File: src/include/qenc_pkg.sv
// Constants and types shared by the encoder interface modules
package qenc_pkg;
	localparam int QENC_POS_W = 32;
	localparam int QENC_DIV_W = 3;
	localparam int QENC_PRE_W = 7;
	localparam int QENC_EVT_N = 4;
	localparam int QENC_SYNC_STAGES = 2;
	localparam int QENC_EVT_PHASE_ERR = 0;
	localparam int QENC_EVT_DIR_CHANGE = 1;
	localparam int QENC_EVT_INDEX = 2;
	localparam int QENC_EVT_TIMER = 3;
	typedef logic [QENC_POS_W-1:0] qenc_word_t;
	typedef logic [QENC_EVT_N-1:0] qenc_evt_t;
	typedef logic [QENC_DIV_W-1:0] qenc_div_t;
	typedef logic [QENC_PRE_W-1:0] qenc_pre_t;
	localparam qenc_word_t QENC_POS_RESET = 32'h0;
	localparam qenc_word_t QENC_SPEED_RESET = 32'h0;
	localparam qenc_word_t QENC_ACC_RESET = 32'h0;
	localparam qenc_word_t QENC_TIMER_RESET = 32'h0;
	localparam qenc_pre_t QENC_PRE_RESET = 7'h0;
	localparam qenc_evt_t QENC_EVT_RESET = 4'h0;
	localparam logic QENC_SIG_QUAD = 1'b0;
	localparam logic QENC_SIG_CLKDIR = 1'b1;
	localparam logic QENC_CAP_FIRST_ONLY = 1'b0;
	localparam logic QENC_RES_AT_MAX = 1'b0;
	localparam logic QENC_RES_AT_INDEX = 1'b1;
endpackage

File: src/include/qenc_edge_if.sv
// Decoded edge events passed from the input front end to the core
`timescale 1ns/10ps
interface qenc_edge_if;
	logic count_pulse;
	logic count_up;
	logic direction;
	logic dir_change;
	logic phase_error;
	logic index_pulse;
	modport front
	(
		output count_pulse,
		output count_up,
		output direction,
		output dir_change,
		output phase_error,
		output index_pulse
	);
	modport core
	(
		input count_pulse,
		input count_up,
		input direction,
		input dir_change,
		input phase_error,
		input index_pulse
	);
endinterface

File: src/hdl/qenc_front.sv
// Input synchroniser, edge detector and phase decoder
`timescale 1ns/10ps
module qenc_front
	import qenc_pkg::*;
(
	input wire logic clock,
	input wire logic rst_b,
	input wire logic phase_first_in,
	input wire logic phase_second_in,
	input wire logic index_in,
	input wire logic invert_first,
	input wire logic invert_second,
	input wire logic invert_index,
	input wire logic phase_swap,
	input wire logic signal_interpretation_sel,
	input wire logic edge_capture_sel,
	qenc_edge_if.front edges
);
	import qenc_pkg::*;

	typedef struct packed {
		logic [2:0] sync1;
		logic [2:0] sync2;
		logic [2:0] prev;
		logic pulse;
		logic up;
		logic dir;
		logic dir_chg;
		logic perr;
		logic index;
	} qenc_front_s;

	qenc_front_s state_reg;
	qenc_front_s state_next;
	logic edge_a;
	logic edge_b;
	logic lvl_a;
	logic lvl_b;
	logic e1;
	logic e2;
	logic l1;
	logic l2;
	logic lvl_i;
	logic any_edge;
	logic up_now;

	always_comb
	begin
		state_next = state_reg;
		state_next.sync1 = {index_in, phase_second_in, phase_first_in};
		state_next.sync2 = state_reg.sync1;
		state_next.prev = state_reg.sync2;
		// Edges come from raw synchronised levels, inversion is applied after
		edge_a = state_reg.sync2[0] ^ state_reg.prev[0];
		edge_b = state_reg.sync2[1] ^ state_reg.prev[1];
		lvl_a = state_reg.sync2[0] ^ invert_first;
		lvl_b = state_reg.sync2[1] ^ invert_second;
		lvl_i = state_reg.sync2[2] ^ invert_index;
		e1 = phase_swap ? edge_b : edge_a;
		e2 = phase_swap ? edge_a : edge_b;
		l1 = phase_swap ? lvl_b : lvl_a;
		l2 = phase_swap ? lvl_a : lvl_b;
		any_edge = 1'b0;
		up_now = state_reg.dir;
		state_next.pulse = 1'b0;
		state_next.perr = 1'b0;
		if (signal_interpretation_sel == QENC_SIG_CLKDIR)
		begin
			// Step on rising first input, direction from second level
			any_edge = e1 & l1;
			up_now = l2;
			state_next.pulse = any_edge;
		end
		else if (e1 & e2)
		begin
			// Both phases moved in one sample: order is lost
			state_next.perr = 1'b1;
		end
		else if (e1)
		begin
			any_edge = 1'b1;
			up_now = (l1 != l2);
			state_next.pulse = 1'b1;
		end
		else if (e2)
		begin
			any_edge = 1'b1;
			up_now = (l1 == l2);
			state_next.pulse = (edge_capture_sel != QENC_CAP_FIRST_ONLY);
		end
		// Same phase twice in a row flips the decoded sense
		state_next.dir_chg = any_edge & (up_now != state_reg.dir);
		if (any_edge)
		begin
			state_next.dir = up_now;
		end
		state_next.up = up_now;
		state_next.index = (state_reg.sync2[2] ^ state_reg.prev[2]) & lvl_i;
	end

	always_ff @(posedge clock or negedge rst_b)
	begin
		if (!rst_b)
		begin
			state_reg <= '0;
		end
		else
		begin
			state_reg <= state_next;
		end
	end

	assign edges.count_pulse = state_reg.pulse;
	assign edges.count_up = state_reg.up;
	assign edges.direction = state_reg.dir;
	assign edges.dir_change = state_reg.dir_chg;
	assign edges.phase_error = state_reg.perr;
	assign edges.index_pulse = state_reg.index;
endmodule

File: src/hdl/qenc_top.sv
// Quadrature encoder position integrator and velocity capture
// Function
// - Position and velocity enable separately; velocity runs only with position enabled.
// - Phase exchange swaps the two phases before decoding, reversing count sense.
// - Interpretation zero decodes quadrature phases, direction from edge order.
// - Interpretation one uses first input as step clock, second as direction.
// - Capture zero counts first phase edges only; one counts both phases.
// - First phase leading second phase increments the position.
// - Second phase leading first phase decrements the position.
// - Two edges on one phase with none between flag a direction change.
// - Reset selection one clears position on each sensed index pulse.
// - Counting down from zero loads the programmed maximum.
// - Reset selection zero keeps position within zero to maximum, ignores index.
// - After an index, index mode position is the angle from the index.
// - Velocity counts edges with the same selection as the position.
// - Timer counts down, flags expiry at zero, reloads and continues.
// - Edges are divided by two to the predivide power before accumulating.
// - Predivide codes zero to seven give division by one up to 128.
// - Separate events for phase error, direction change, index and timer expiry.
// - Per-event mask, raw status, masked status and per-event clear.
`timescale 1ns/10ps
module qenc_top
	import qenc_pkg::*;
(
	input wire logic clock,
	input wire logic rst_b,
	input wire logic phase_first_in,
	input wire logic phase_second_in,
	input wire logic index_in,
	input wire logic encoder_enable,
	input wire logic velocity_enable,
	input wire logic phase_swap,
	input wire logic signal_interpretation_sel,
	input wire logic edge_capture_sel,
	input wire logic count_reset_sel,
	input wire qenc_pkg::qenc_div_t velocity_predivide,
	input wire logic invert_first,
	input wire logic invert_second,
	input wire logic invert_index,
	input wire qenc_pkg::qenc_word_t position_maximum,
	input wire qenc_pkg::qenc_word_t period_reload,
	input wire qenc_pkg::qenc_evt_t event_mask,
	input wire qenc_pkg::qenc_evt_t event_clear,
	output logic direction,
	output qenc_pkg::qenc_word_t position_value,
	output qenc_pkg::qenc_word_t speed_result,
	output qenc_pkg::qenc_word_t edge_accumulator,
	output qenc_pkg::qenc_word_t timer_value,
	output qenc_pkg::qenc_evt_t raw_status,
	output qenc_pkg::qenc_evt_t masked_status,
	output logic event_out
);
	import qenc_pkg::*;

	typedef struct packed {
		qenc_word_t pos;
		qenc_word_t speed;
		qenc_word_t acc;
		qenc_word_t timer;
		qenc_pre_t pre;
		qenc_evt_t raw;
		qenc_evt_t masked;
		logic evt;
	} qenc_core_s;

	qenc_core_s state_reg;
	qenc_core_s state_next;
	qenc_edge_if edges ();

	logic pos_active;
	logic vel_active;
	logic counted;
	logic index_reset;
	logic divided;
	logic timer_expired;
	qenc_pre_t pre_limit;
	qenc_evt_t evt_set;

	qenc_front u_front
	(
		.clock(clock),
		.rst_b(rst_b),
		.phase_first_in(phase_first_in),
		.phase_second_in(phase_second_in),
		.index_in(index_in),
		.invert_first(invert_first),
		.invert_second(invert_second),
		.invert_index(invert_index),
		.phase_swap(phase_swap),
		.signal_interpretation_sel(signal_interpretation_sel),
		.edge_capture_sel(edge_capture_sel),
		.edges(edges.front)
	);

	always_comb
	begin
		state_next = state_reg;
		pos_active = encoder_enable;
		vel_active = encoder_enable & velocity_enable;
		counted = pos_active & edges.count_pulse;
		index_reset = pos_active & (count_reset_sel == QENC_RES_AT_INDEX) & edges.index_pulse;
		// Position integrator; index clear wins over an edge in the same cycle
		if (index_reset)
		begin
			state_next.pos = QENC_POS_RESET;
		end
		else if (counted && edges.count_up)
		begin
			if (state_reg.pos >= position_maximum)
			begin
				state_next.pos = QENC_POS_RESET;
			end
			else
			begin
				state_next.pos = state_reg.pos + 32'h1;
			end
		end
		else if (counted)
		begin
			if (state_reg.pos == QENC_POS_RESET)
			begin
				state_next.pos = position_maximum;
			end
			else if (state_reg.pos > position_maximum)
			begin
				state_next.pos = position_maximum;
			end
			else
			begin
				state_next.pos = state_reg.pos - 32'h1;
			end
		end
		// Predivider: limit is two to the code, minus one
		pre_limit = QENC_PRE_W'((8'h1 << velocity_predivide) - 8'h1);
		divided = 1'b0;
		timer_expired = 1'b0;
		if (!vel_active)
		begin
			// Idle capture restarts a full period once enabled
			state_next.pre = QENC_PRE_RESET;
			state_next.acc = QENC_ACC_RESET;
			state_next.timer = period_reload;
		end
		else
		begin
			if (counted)
			begin
				if (state_reg.pre == pre_limit)
				begin
					divided = 1'b1;
					state_next.pre = QENC_PRE_RESET;
				end
				else
				begin
					state_next.pre = state_reg.pre + 7'h1;
				end
			end
			if (state_reg.timer == QENC_TIMER_RESET)
			begin
				timer_expired = 1'b1;
				state_next.timer = period_reload;
				state_next.speed = state_reg.acc;
				// An edge in the expiry cycle opens the new period
				state_next.acc = divided ? 32'h1 : QENC_ACC_RESET;
			end
			else
			begin
				state_next.timer = state_reg.timer - 32'h1;
				if (divided)
				begin
					state_next.acc = state_reg.acc + 32'h1;
				end
			end
		end
		// Sticky events; a new event beats a clear in the same cycle
		evt_set = '0;
		evt_set[QENC_EVT_PHASE_ERR] = pos_active & edges.phase_error;
		evt_set[QENC_EVT_DIR_CHANGE] = pos_active & edges.dir_change;
		evt_set[QENC_EVT_INDEX] = pos_active & edges.index_pulse;
		evt_set[QENC_EVT_TIMER] = timer_expired;
		state_next.raw = (state_reg.raw & ~event_clear) | evt_set;
		state_next.masked = state_next.raw & event_mask;
		state_next.evt = |state_next.masked;
	end

	always_ff @(posedge clock or negedge rst_b)
	begin
		if (!rst_b)
		begin
			state_reg.pos <= QENC_POS_RESET;
			state_reg.speed <= QENC_SPEED_RESET;
			state_reg.acc <= QENC_ACC_RESET;
			state_reg.timer <= QENC_TIMER_RESET;
			state_reg.pre <= QENC_PRE_RESET;
			state_reg.raw <= QENC_EVT_RESET;
			state_reg.masked <= QENC_EVT_RESET;
			state_reg.evt <= 1'b0;
		end
		else
		begin
			state_reg <= state_next;
		end
	end

	// Direction is a flip-flop inside the front end
	assign direction = edges.direction;
	assign position_value = state_reg.pos;
	assign speed_result = state_reg.speed;
	assign edge_accumulator = state_reg.acc;
	assign timer_value = state_reg.timer;
	assign raw_status = state_reg.raw;
	assign masked_status = state_reg.masked;
	assign event_out = state_reg.evt;
endmodule

File: config.mk
export PLATFORM = sky130hd
export DESIGN_NAME = qenc_top
export DESIGN_NICKNAME = d
export VERILOG_FILES = /design/src/include/qenc_pkg.sv /design/src/include/qenc_edge_if.sv /design/src/hdl/qenc_front.sv /design/src/hdl/qenc_top.sv
export SDC_FILE = /design/constraint.sdc
export NUM_CORES = 1
export LEC_CHECK = 0
export ABC_AREA = 1
export BUFFER_PORTS_ARGS = -buffer_cell sky130_fd_sc_hd__clkbuf_2
export CAP_MARGIN = 20
export CORE_MARGIN = 3
export CORE_UTILIZATION = 51
export CTS_BUF_LIST = sky130_fd_sc_hd__clkbuf_8
export DETAILED_ROUTE_END_ITERATION = 16
export HOLD_SLACK_MARGIN = 0.03
export PLACE_DENSITY = 0.74
export SLEW_MARGIN = 20
export SYNTH_ARGS = -nofsm -noshare
export SYNTH_HDL_FRONTEND = slang
export SYNTH_SLANG_ARGS = --single-unit
File: constraint.sdc
create_clock -name clock -period 5.3 [get_ports clock]
set_input_delay 0.265 -clock clock [delete_from_list [all_inputs] [get_ports clock]]
set_output_delay 0.265 -clock clock [all_outputs]
set_load 0.05 [all_outputs]
==> flow_summary.ini, run 1 <==
[setup_path]
path_common_cell = nand2_1
cp_cell_sequence = ha_1 -> nand2_1 -> nor2_1 -> nand3b_1 -> nor3b_2 -> nand4_2 -> buf_4 -> nand2_2 -> nand2_2 -> nand2_1 -> nand3_1 -> nand2_1 -> nand2_1
critPathTopFamily = simple AND/OR/NAND/NOR gates
cp_max_fo = 33
cp.arrival_ns = 4.05
worstSetupStartpointType = flop
critPathRequiredTime_ns = 5.65
critical_path.endpoint_type = flop
cp_num_buf_inv = 1
crit_path_max_incr_delay_ns = 0.61
crit_type = flop to flop
cp_slowest_cell = nand2_2

[power_and_ir_drop]
irDropWorstVdd_v = 0.000185
p_per_area_nw_per_um2 = 389
p_leak_nw = 6.76
power_mw = 5.18

[synthesis]
synth_edf_count = 0
postSynthAreaPerCell_um2 = 7.14
ys_warn_count = 0
synth_flop_cell = dfrtp_1
syn_area_um2 = 12400
synthCells = 1734
mappedNetlistNets = 1862
yosys_register_bits = 159
synthDistinctLibCells = 49
async_flop_share_pct = 100
seq_area_frac_synth_pct = 32.1

[layout]
fill_cells = 2323
insertedDiodeCount = 0
num-nets-final = 1946
multi_input_area_um2 = 6380
area_growth_pct = 7.72
drive_above_1_share_pct = 17.7
regArea_um2 = 3980

[floorplan]
start_util_pct = 52.3
fp.coreArea_um2 = 23700
die_w_um = 162
io_pins = 227
num_rows = 56
dieArea_um2 = 26200
die-height_um = 162

[timing]
final_hold_viol_count = 0
max_freq_mhz = 270
fin_crit_ns = 3.70
finalMaxSlewViolations = 0
finClkSkew_ns = 0.0193
setup_viol = 0
max_slew_margin_pct = 34.2
worst_pin_slew_ns = 0.979
setup-tns-final_ns = 0
finalCritPeriodShare_pct = 69.8
rsz0062_at_grt = false

[clock_network]
clockBufferDepth = 2
cts-resized-gates = 0
h-tree-depth = 4
clock-sinks = 159
cts_root_buffer = clkbuf_8
clk_pin_slew_worst_paths_ns = 0.11
cts_buffers = 17
cts_tree = yes
clkLatencyLatePin_ns = 0.47

[drt]
avgRoutedWirePerCell_um = 16.0
vias = 11300
antenna_left = 0
drcViolationCount = 0
drt_iter0_drc = 1005
viasPerCell = 5.25
dr.pass1.iters = 5
wirelength_um = 34300

[global_routing]
grt_usage_pct = 26.4
grt_max_degree = 66
grt_overflow = 0
grt_pass1_wl_um = 56100
first_global_vias = 10800
grt_antenna_before_repair = 0

[place]
hpwl_um = 25800
io_buffers = 226
gp_congestion = 0.969

[run]
cap_violations = 0

[hold_path]
worst_hold_path_type = input port to flop

[outcome]
status = complete, no violations
==> layer usage <==
| metal | GRT usage (%) | up-vias | part of all wire (%) |
|---|---|---|---|
| met5 | 0 | - | 0 |
| met4 | 6.48 | 0 | 1.3 |
| met3 | 5.10 | 37 | 7.8 |
| met2 | 43.0 | 439 | 47 |
| met1 | 36.6 | 5261 | 44 |
| li1 | - | 5555 | - |
==> cell families (layout without fill, tap and decap cells) <==
logic type                 after synthesis  in the layout  synth area share [%]
adders and majority gates               39             39                  3.94
muxes                                   14             14                  1.57
and+or+nand+nor                        887            887                  31.8
AOI/OAI and AO/OA                      157            157                  6.67
DFF                                    159            159                  32.1
buffers and inverters                  372            469                  16.4
xor gates and xnor gates               106            106                  7.50
==> worst register-to-register path, cell delays in order (launching register included) <==
cell and delay [ns]:
dfrtp_1 0.52, ha_1 0.37, nand2_1 0.05, nor2_1 0.12
nand3b_1 0.10, nor3b_2 0.38, nand4_2 0.12, buf_4 0.28
nand2_2 0.55, nand2_2 0.62, nand2_1 0.24, nand3_1 0.09
nand2_1 0.09, nand2_1 0.04
==> cell usage in the layout, fill, tap and decap left out, types with 3 or more instances in the layout <==
cell,n
nand2_1,422
clkbuf_2,225
nor2_1,198
dfrtp_1,159
inv_1,158
nand3_1,122
xor2_1,90
a21oi_1,68
o21ai_0,64
nor3_1,45
ha_1,39
dlygate4sd3_1,33
nand3b_1,30
nand4_1,21
clkbuf_8,19
xnor2_1,16
inv_2,10
mux2_4,10
nor4_1,9
nand2_2,8
o21ai_1,7
nor2_4,6
a31oi_1,6
buf_4,6
nor2_2,5
nand3_2,4
inv_6,4
or2_2,3
nor3b_1,3
o22ai_1,3
inv_8,3
clkinvlp_4,3
==> area by class of cell <==
class,count,share of cell area (%)
Timing Repair Buffer,266,11.5
Clock inverter,13,1.10
Inverter,171,4.83
Sequential cell,159,29.8
Tap cell,319,2.99
Multi-Input combinational cell,1203,47.8
Clock buffer,19,1.96
==> metrics by stage <==
stage / utilization (%) / setup slack [ns] / area, um^2 / cells / hold slack [ns]
after floorplan: - / 3.29 / 12400 / 1734 / -0.0306
after global placement: 53.2 / 1.74 / 12600 / 2084 / 0.266
after detailed placement: 53.2 / 1.64 / 12600 / 2085 / 0.270
after CTS: 56.3 / 1.61 / 13300 / 2150 / 0.0303
after global routing: 56.3 / 1.32 / 13300 / 2150 / 0.0364
final: 56.3 / 1.60 / 13300 / 2150 / 0.0556
==> report_power, final <==
group	leakage, nW	switching [mW]	internal [mW]	total [mW]
Combinational	4.47	1.73	0.842	2.57
Sequential	2.09	0.318	1.34	1.66
Clock	0.198	0.541	0.417	0.958
Total	6.76	2.58	2.60	5.18
==> path summary, 6_finish.rpt <==
path / startpoint / endpoint / slack [ns] / cells after the start
worst max-delay path: position_value[21] / position_value[27] / 1.60 / 13
worst min-delay path: event_mask[2] / masked_status[2] / 0.06 / 3
worst max register to register: position_value[21] / position_value[27] / 1.60 / 13
worst min register to register: u_front.state_next[9] / u_front.state_next[6] / 0.36 / 0
max in group asynchronous: rst_b / u_front.state_next[7] / 3.87 / 3
min in group asynchronous: rst_b / speed_result[21] / 0.33 / 2
==> synth_stat cells (all sizes together), types with 2 or more instances <==
library cell / instances / share of area, %
o22ai: 3 / 0.15
inv: 169 / 5.1
o211ai: 2 / 0.12
clkinv: 2 / 0.061
xnor2: 16 / 1.1
buf: 176 / 10
or2: 4 / 0.20
a31oi: 6 / 0.30
ha: 39 / 3.9
nand3b: 30 / 1.8
o21ai: 72 / 2.9
a21oi: 68 / 2.7
nor3b: 5 / 0.38
nor2: 209 / 6.8
clkbuf: 25 / 0.76
mux2: 13 / 1.5
nand3: 126 / 5.3
dfrtp: 159 / 32
nor4: 11 / 0.73
nand4: 22 / 1.2
nand2: 431 / 13
nor3: 49 / 2.2
xor2: 90 / 6.4
o21a: 2 / 0.12
==> repair_timing <==
action | in CTS | in global routing
endpoints found under the setup margin | 0 | 0
hold endpoints to repair | 85 | 0
buffers inserted | 0 | 0
hold buffers | 33 | 0
Power figures use the tool's default switching activity.
==> inputs of run 2 (changes only) <==
clock period = 3.7 ns   (was 5.3 ns; I/O delays follow)
==> run 2 against run 1 <==
Non-clock buffer count is 40 higher. Global-route usage is 0.21 points higher. Total power is 46% higher. Final cell count is 1.9% higher. Wire length is 1.7% higher. Via count is 2.1% higher. Critical path depth is 1 lower. Die area stayed put. Highest routed layer unchanged.
==> flow_summary.ini, run 2 (synthesized netlist as in run 1, its figures left out) <==
[power_and_ir_drop]
internal_power_mw = 3.79
p_leak_nw = 6.96
p_comb_share_pct = 51.1
seq_power_share_pct = 30.4
irDropWorstVdd_v = 0.000368
clkPwrFrac_pct = 18.5
switchingPower_mw = 3.76
p_per_area_nw_per_um2 = 549
p_sw_share_pct = 49.8
power_mw = 7.56

[floorplan]
fp.coreArea_um2 = 23700
die_w_um = 162
dieArea_um2 = 26200
num_rows = 56
io_pins = 227
start_util_pct = 52.3
die-height_um = 162

[setup_path]
critical_path.endpoint_type = flop
critPathTopFamily = simple AND/OR/NAND/NOR gates
cp.arrival_ns = 3.26
r2r_slack_ns = 0.82
cp_cell_sequence = inv_1 -> ha_1 -> nand2_1 -> nor2_2 -> nand2_2 -> nor2_2 -> nand3_2 -> nor2_4 -> nand2_2 -> o21ai_1 -> nand2_1 -> nand4_1
cp_slowest_cell = nand2_2
crit_type = flop to flop
cp.depth = 12
cp_max_fo = 52
worstSetupStartpointType = flop
critPathRequiredTime_ns = 4.08
crit_path_max_incr_delay_ns = 0.59
reg2regPathDepth = 12
cp_num_buf_inv = 1

[clock_network]
clockBufferDepth = 2
clk_pin_slew_worst_paths_ns = 0.10
cts_root_buffer = clkbuf_8
clock-sinks = 159
clkLatencyLatePin_ns = 0.46
cts_buffers = 17
cts_tree = yes
holdBufCountCts = 63
cts-resized-gates = 0
post-cts-setup-buffers = 0
h-tree-depth = 4

[timing]
final_hold_viol_count = 0
max_slew_margin_pct = 29.3
rsz0062_at_grt = false
finClkSkew_ns = 0.0219
setup_viol = 0
finalMaxSlewViolations = 0
fin_crit_ns = 2.88
setup-tns-final_ns = 0
worst_pin_slew_ns = 1.05
finalCritPeriodShare_pct = 77.9
max_freq_mhz = 347

[layout]
drive_above_1_share_pct = 17.9
final_common_cell = nand2_1
insertedDiodeCount = 0
area_growth_pct = 11.1
final_cell_mix = nand2_1, clkbuf_2, nor2_1, dfrtp_1, inv_1
num-nets-final = 1986

[global_routing]
grt_usage_pct = 26.7
grt_antenna_before_repair = 0
grt_overflow = 0
grt_max_degree = 91
first_global_vias = 11100
grt_pass1_wl_um = 56900

[drt]
antenna_left = 0
avgRoutedWirePerCell_um = 15.9
wirelength_um = 34900
dr.pass1.iters = 5
vias = 11500
drcViolationCount = 0
viasPerCell = 5.26
drt_iter0_drc = 827

[place]
io_buffers = 226
hpwl_um = 25400
gp_congestion = 0.980

[run]
cap_violations = 0

[hold_path]
worst_hold_path_type = input port to flop
holdPathStages = 5

[outcome]
status = complete, no violations
[run 2: cell types whose count changed in the layout (fill, tap and decap cells not counted)]
| cell | previous run | this run |
|---|---|---|
| dlygate4sd3_1 | 33 | 63 |
| buf_4 | 6 | 14 |
| clkinv_8 | 1 | 4 |
| buf_12 | 0 | 2 |
| clkbuf_8 | 19 | 17 |
| clkinvlp_4 | 3 | 1 |
| clkinv_1 | 2 | 3 |
| clkinv_4 | 1 | 2 |
| inv_2 | 10 | 9 |
| inv_6 | 4 | 3 |
| inv_8 | 3 | 4 |
[run 2: worst register-to-register path, cell delays in order, from the launching register on]
cell and delay [ns]:
dfrtp_1 0.45, inv_1 0.10, ha_1 0.16, nand2_1 0.08
nor2_2 0.16, nand2_2 0.16, nor2_2 0.15, nand3_2 0.12
nor2_4 0.17, nand2_2 0.59, o21ai_1 0.47, nand2_1 0.13
nand4_1 0.10
[run 2: area by class of cell]
type,instances,area (um^2)
Fill cell,2269,9920
Clock inverter,15,191
Tap cell,319,399
Inverter,171,644
Sequential cell,159,3980
Multi-Input combinational cell,1203,6380
Timing Repair Buffer,306,1930
Clock buffer,17,234
[run 2: power by group through the flow]
stage,clock network (mW),registers (mW),logic [mW]
floorplan,0,2.16,3.28
global route,1.50,2.34,4.31
CTS,1.44,2.29,3.83
finish,1.40,2.30,3.86
global placement,0,2.32,3.72
detailed placement,0,2.33,3.76
[run 2: worst paths after layout]
| check | end | startpoint |
|---|---|---|
| max in group asynchronous | event_out | rst_b |
| max reg2reg | event_out | timer_value[0] |
| max | event_out | timer_value[0] |
| min | position_value[11] | position_maximum[11] |
| min reg2reg | u_front.state_next[7] | u_front.state_next[10] |
| min in group asynchronous | edge_accumulator[19] | rst_b |
[run 2: stage by stage]
stage	util [%]	worst slack [ns]	instance area (um^2)	cells	hold WS, ns
detailed placement	53.6	0.743	12700	2095	0.253
CTS	58.1	0.750	13800	2190	0.0301
floorplan	-	1.69	12400	1734	-0.111
global route	58.1	0.443	13800	2190	0.0483
finish	58.1	0.819	13800	2190	0.0585
global placement	53.6	0.841	12700	2094	0.246
[run 2: routing by layer]
layer / part of all wire, % / GRT usage (%) / routed length (um) / vias up
li1: - / - / - / 5654
met1: 45 / 37.4 / 15900 / 5331
met2: 44 / 41.6 / 15500 / 473
met3: 7.9 / 5.66 / 2760 / 67
met4: 2.2 / 7.91 / 769 / 0
met5: 0 / 0 / 0 / -
==> inputs of run 3 (changes only) <==
clock period = 3 ns   (was 3.7 ns; I/O delays follow)
==> run 3 against run 2 <==
Fmax up 7.9%. Combinational power up 33%. Total power up 24%. Non-clock buffer count up 36. Die area unchanged. Register-to-register slack worse by 0.49 ns. Cell area up 1.8%. Critical path depth down 2. Via count up 0.75%. Clock-buffer cell count unchanged. Largest power group unchanged. Highest routed layer unchanged.
==> flow_summary.ini, run 3 (synthesized netlist as in run 1, its figures left out) <==
[place]
place_area_um2 = 12900
io_buffers = 226
gp_congestion = 0.992
dpl.cell_count = 2119
hpwl_um = 26200

[floorplan]
num_rows = 56
start_util_pct = 52.3
fp.coreArea_um2 = 23700
die-height_um = 162
io_pins = 227
dieArea_um2 = 26200
die_w_um = 162

[clock_network]
clockBufferDepth = 2
clkLatencyLatePin_ns = 0.47
post-cts-setup-buffers = 0
clock-sinks = 159
cts-resized-gates = 0
h-tree-depth = 4
cts_root_buffer = clkbuf_8
cts_tree = yes
holdBufCountCts = 75
cts_buffers = 17
clk_pin_slew_worst_paths_ns = 0.12

[layout]
stdcell_count = 2226
final_cell_mix = nand2_1, clkbuf_2, nor2_1, inv_1, dfrtp_1
drive_above_1_share_pct = 18.8
insertedDiodeCount = 0
final_common_cell = nand2_1
num-nets-final = 2022
area_growth_pct = 13.1
fill_cells = 2263
final_area_um2 = 14000

[setup_path]
crit_path_max_incr_delay_ns = 0.51
r2r_end = position_value[16]
worstSetupStartpointType = flop
cp_max_fo = 8
cp_cell_sequence = inv_1 -> ha_1 -> nand2_1 -> nor2_1 -> nand4_1 -> xor2_1 -> nand3b_1 -> nand3_1 -> nand2_1 -> nand2_1
reg2regPathDepth = 10
critPathRequiredTime_ns = 3.41
cp.arrival_ns = 3.08
cp_num_buf_inv = 1
critical_path.endpoint_type = flop
critPathTopFamily = simple AND/OR/NAND/NOR gates
cp_slowest_cell = nor2_1
r2r-start = position_value[0]
r2r_slack_ns = 0.33
path_common_cell = nand2_1
crit_type = flop to flop

[global_routing]
first_global_vias = 11300
grt_overflow = 0
grt_max_degree = 57
grt_antenna_before_repair = 0
grt_usage_pct = 27.3
grt_pass1_wl_um = 57900

[drt]
dr.pass1.iters = 8
drcViolationCount = 0
wirelength_um = 35600
antenna_left = 0
viasPerCell = 5.22
avgRoutedWirePerCell_um = 16.0
vias = 11600
drt_iter0_drc = 975

[timing]
setup-tns-final_ns = 0
final_hold_viol_count = 0
whs_ns = 0.0663
max_freq_mhz = 374
setup_viol = 0
max_slew_margin_pct = 49.8
finalMaxSlewViolations = 0
fin_crit_ns = 2.67
finalCritPeriodShare_pct = 89.0
rsz0062_at_grt = false
finClkSkew_ns = 0.0211
worst_pin_slew_ns = 0.754

[run]
cap_violations = 0

[power_and_ir_drop]
p_leak_nw = 7.10
p_per_area_nw_per_um2 = 672
irDropWorstVdd_v = 0.000494
power_mw = 9.40

[outcome]
status = complete, no violations

[hold_path]
hold_start = position_maximum[31]
hold_path_end = position_value[31]
worst_hold_path_type = input port to flop
holdPathStages = 5
## run 3: worst max path at each step
| stage | start | end | slack [ns] | cells past startpoint |
|---|---|---|---|---|
| floorplan | position_value[19] | position_value[10] | 0.99 | 12 |
| global placement | position_value[0] | position_value[16] | 0.45 | 10 |
| detailed placement | timer_value[0] | edge_accumulator[19] | 0.40 | 13 |
| CTS | timer_value[0] | masked_status[3] | 0.38 | 13 |
| global route | timer_value[0] | edge_accumulator[24] | 0.11 | 13 |
| finish | position_value[0] | position_value[16] | 0.33 | 10 |
## run 3: final cells by class
type / count / area (um^2) / share of cell area (%)
Tap cell: 319 / 399 / 2.85
Multi-Input combinational cell: 1203 / 6380 / 45.6
Sequential cell: 159 / 3980 / 28.4
Clock buffer: 17 / 234 / 1.67
Inverter: 171 / 644 / 4.60
Clock inverter: 15 / 154 / 1.10
Timing Repair Buffer: 342 / 2210 / 15.8
## run 3: worst register-to-register path, stage by stage, from the launching register on
cell and delay, ns:
dfrtp_1 0.46, inv_1 0.28, ha_1 0.34, nand2_1 0.20, nor2_1 0.51, nand4_1 0.26, xor2_1 0.20, nand3b_1 0.15
nand3_1 0.10, nand2_1 0.05, nand2_1 0.05
## run 3: per-layer routing
metal | vias to the layer above | GRT usage (%) | part of all wire, % | routed length, um
li1 | 5716 | - | - | -
met1 | 5341 | 38.3 | 45 | 16000
met2 | 499 | 43.8 | 46 | 16200
met3 | 56 | 4.85 | 7.5 | 2660
met4 | 0 | 7.25 | 1.9 | 673
met5 | - | 0 | 0 | 0
## run 3: power breakdown
part / total, mW / switching, mW / internal [mW] / leakage (nW)
Clock: 1.63 / 1.02 / 0.615 / 0.190
Combinational: 5.12 / 3.40 / 1.71 / 4.82
Sequential: 2.65 / 0.281 / 2.37 / 2.09
## run 3: per-stage QoR
| stage | util [%] | worst slack, ns |
|---|---|---|
| CTS | 59.1 | 0.383 |
| detailed placement | 54.3 | 0.398 |
| global route | 59.1 | 0.111 |
| global placement | 54.3 | 0.450 |
| floorplan | - | 0.990 |
| finish | 59.1 | 0.329 |
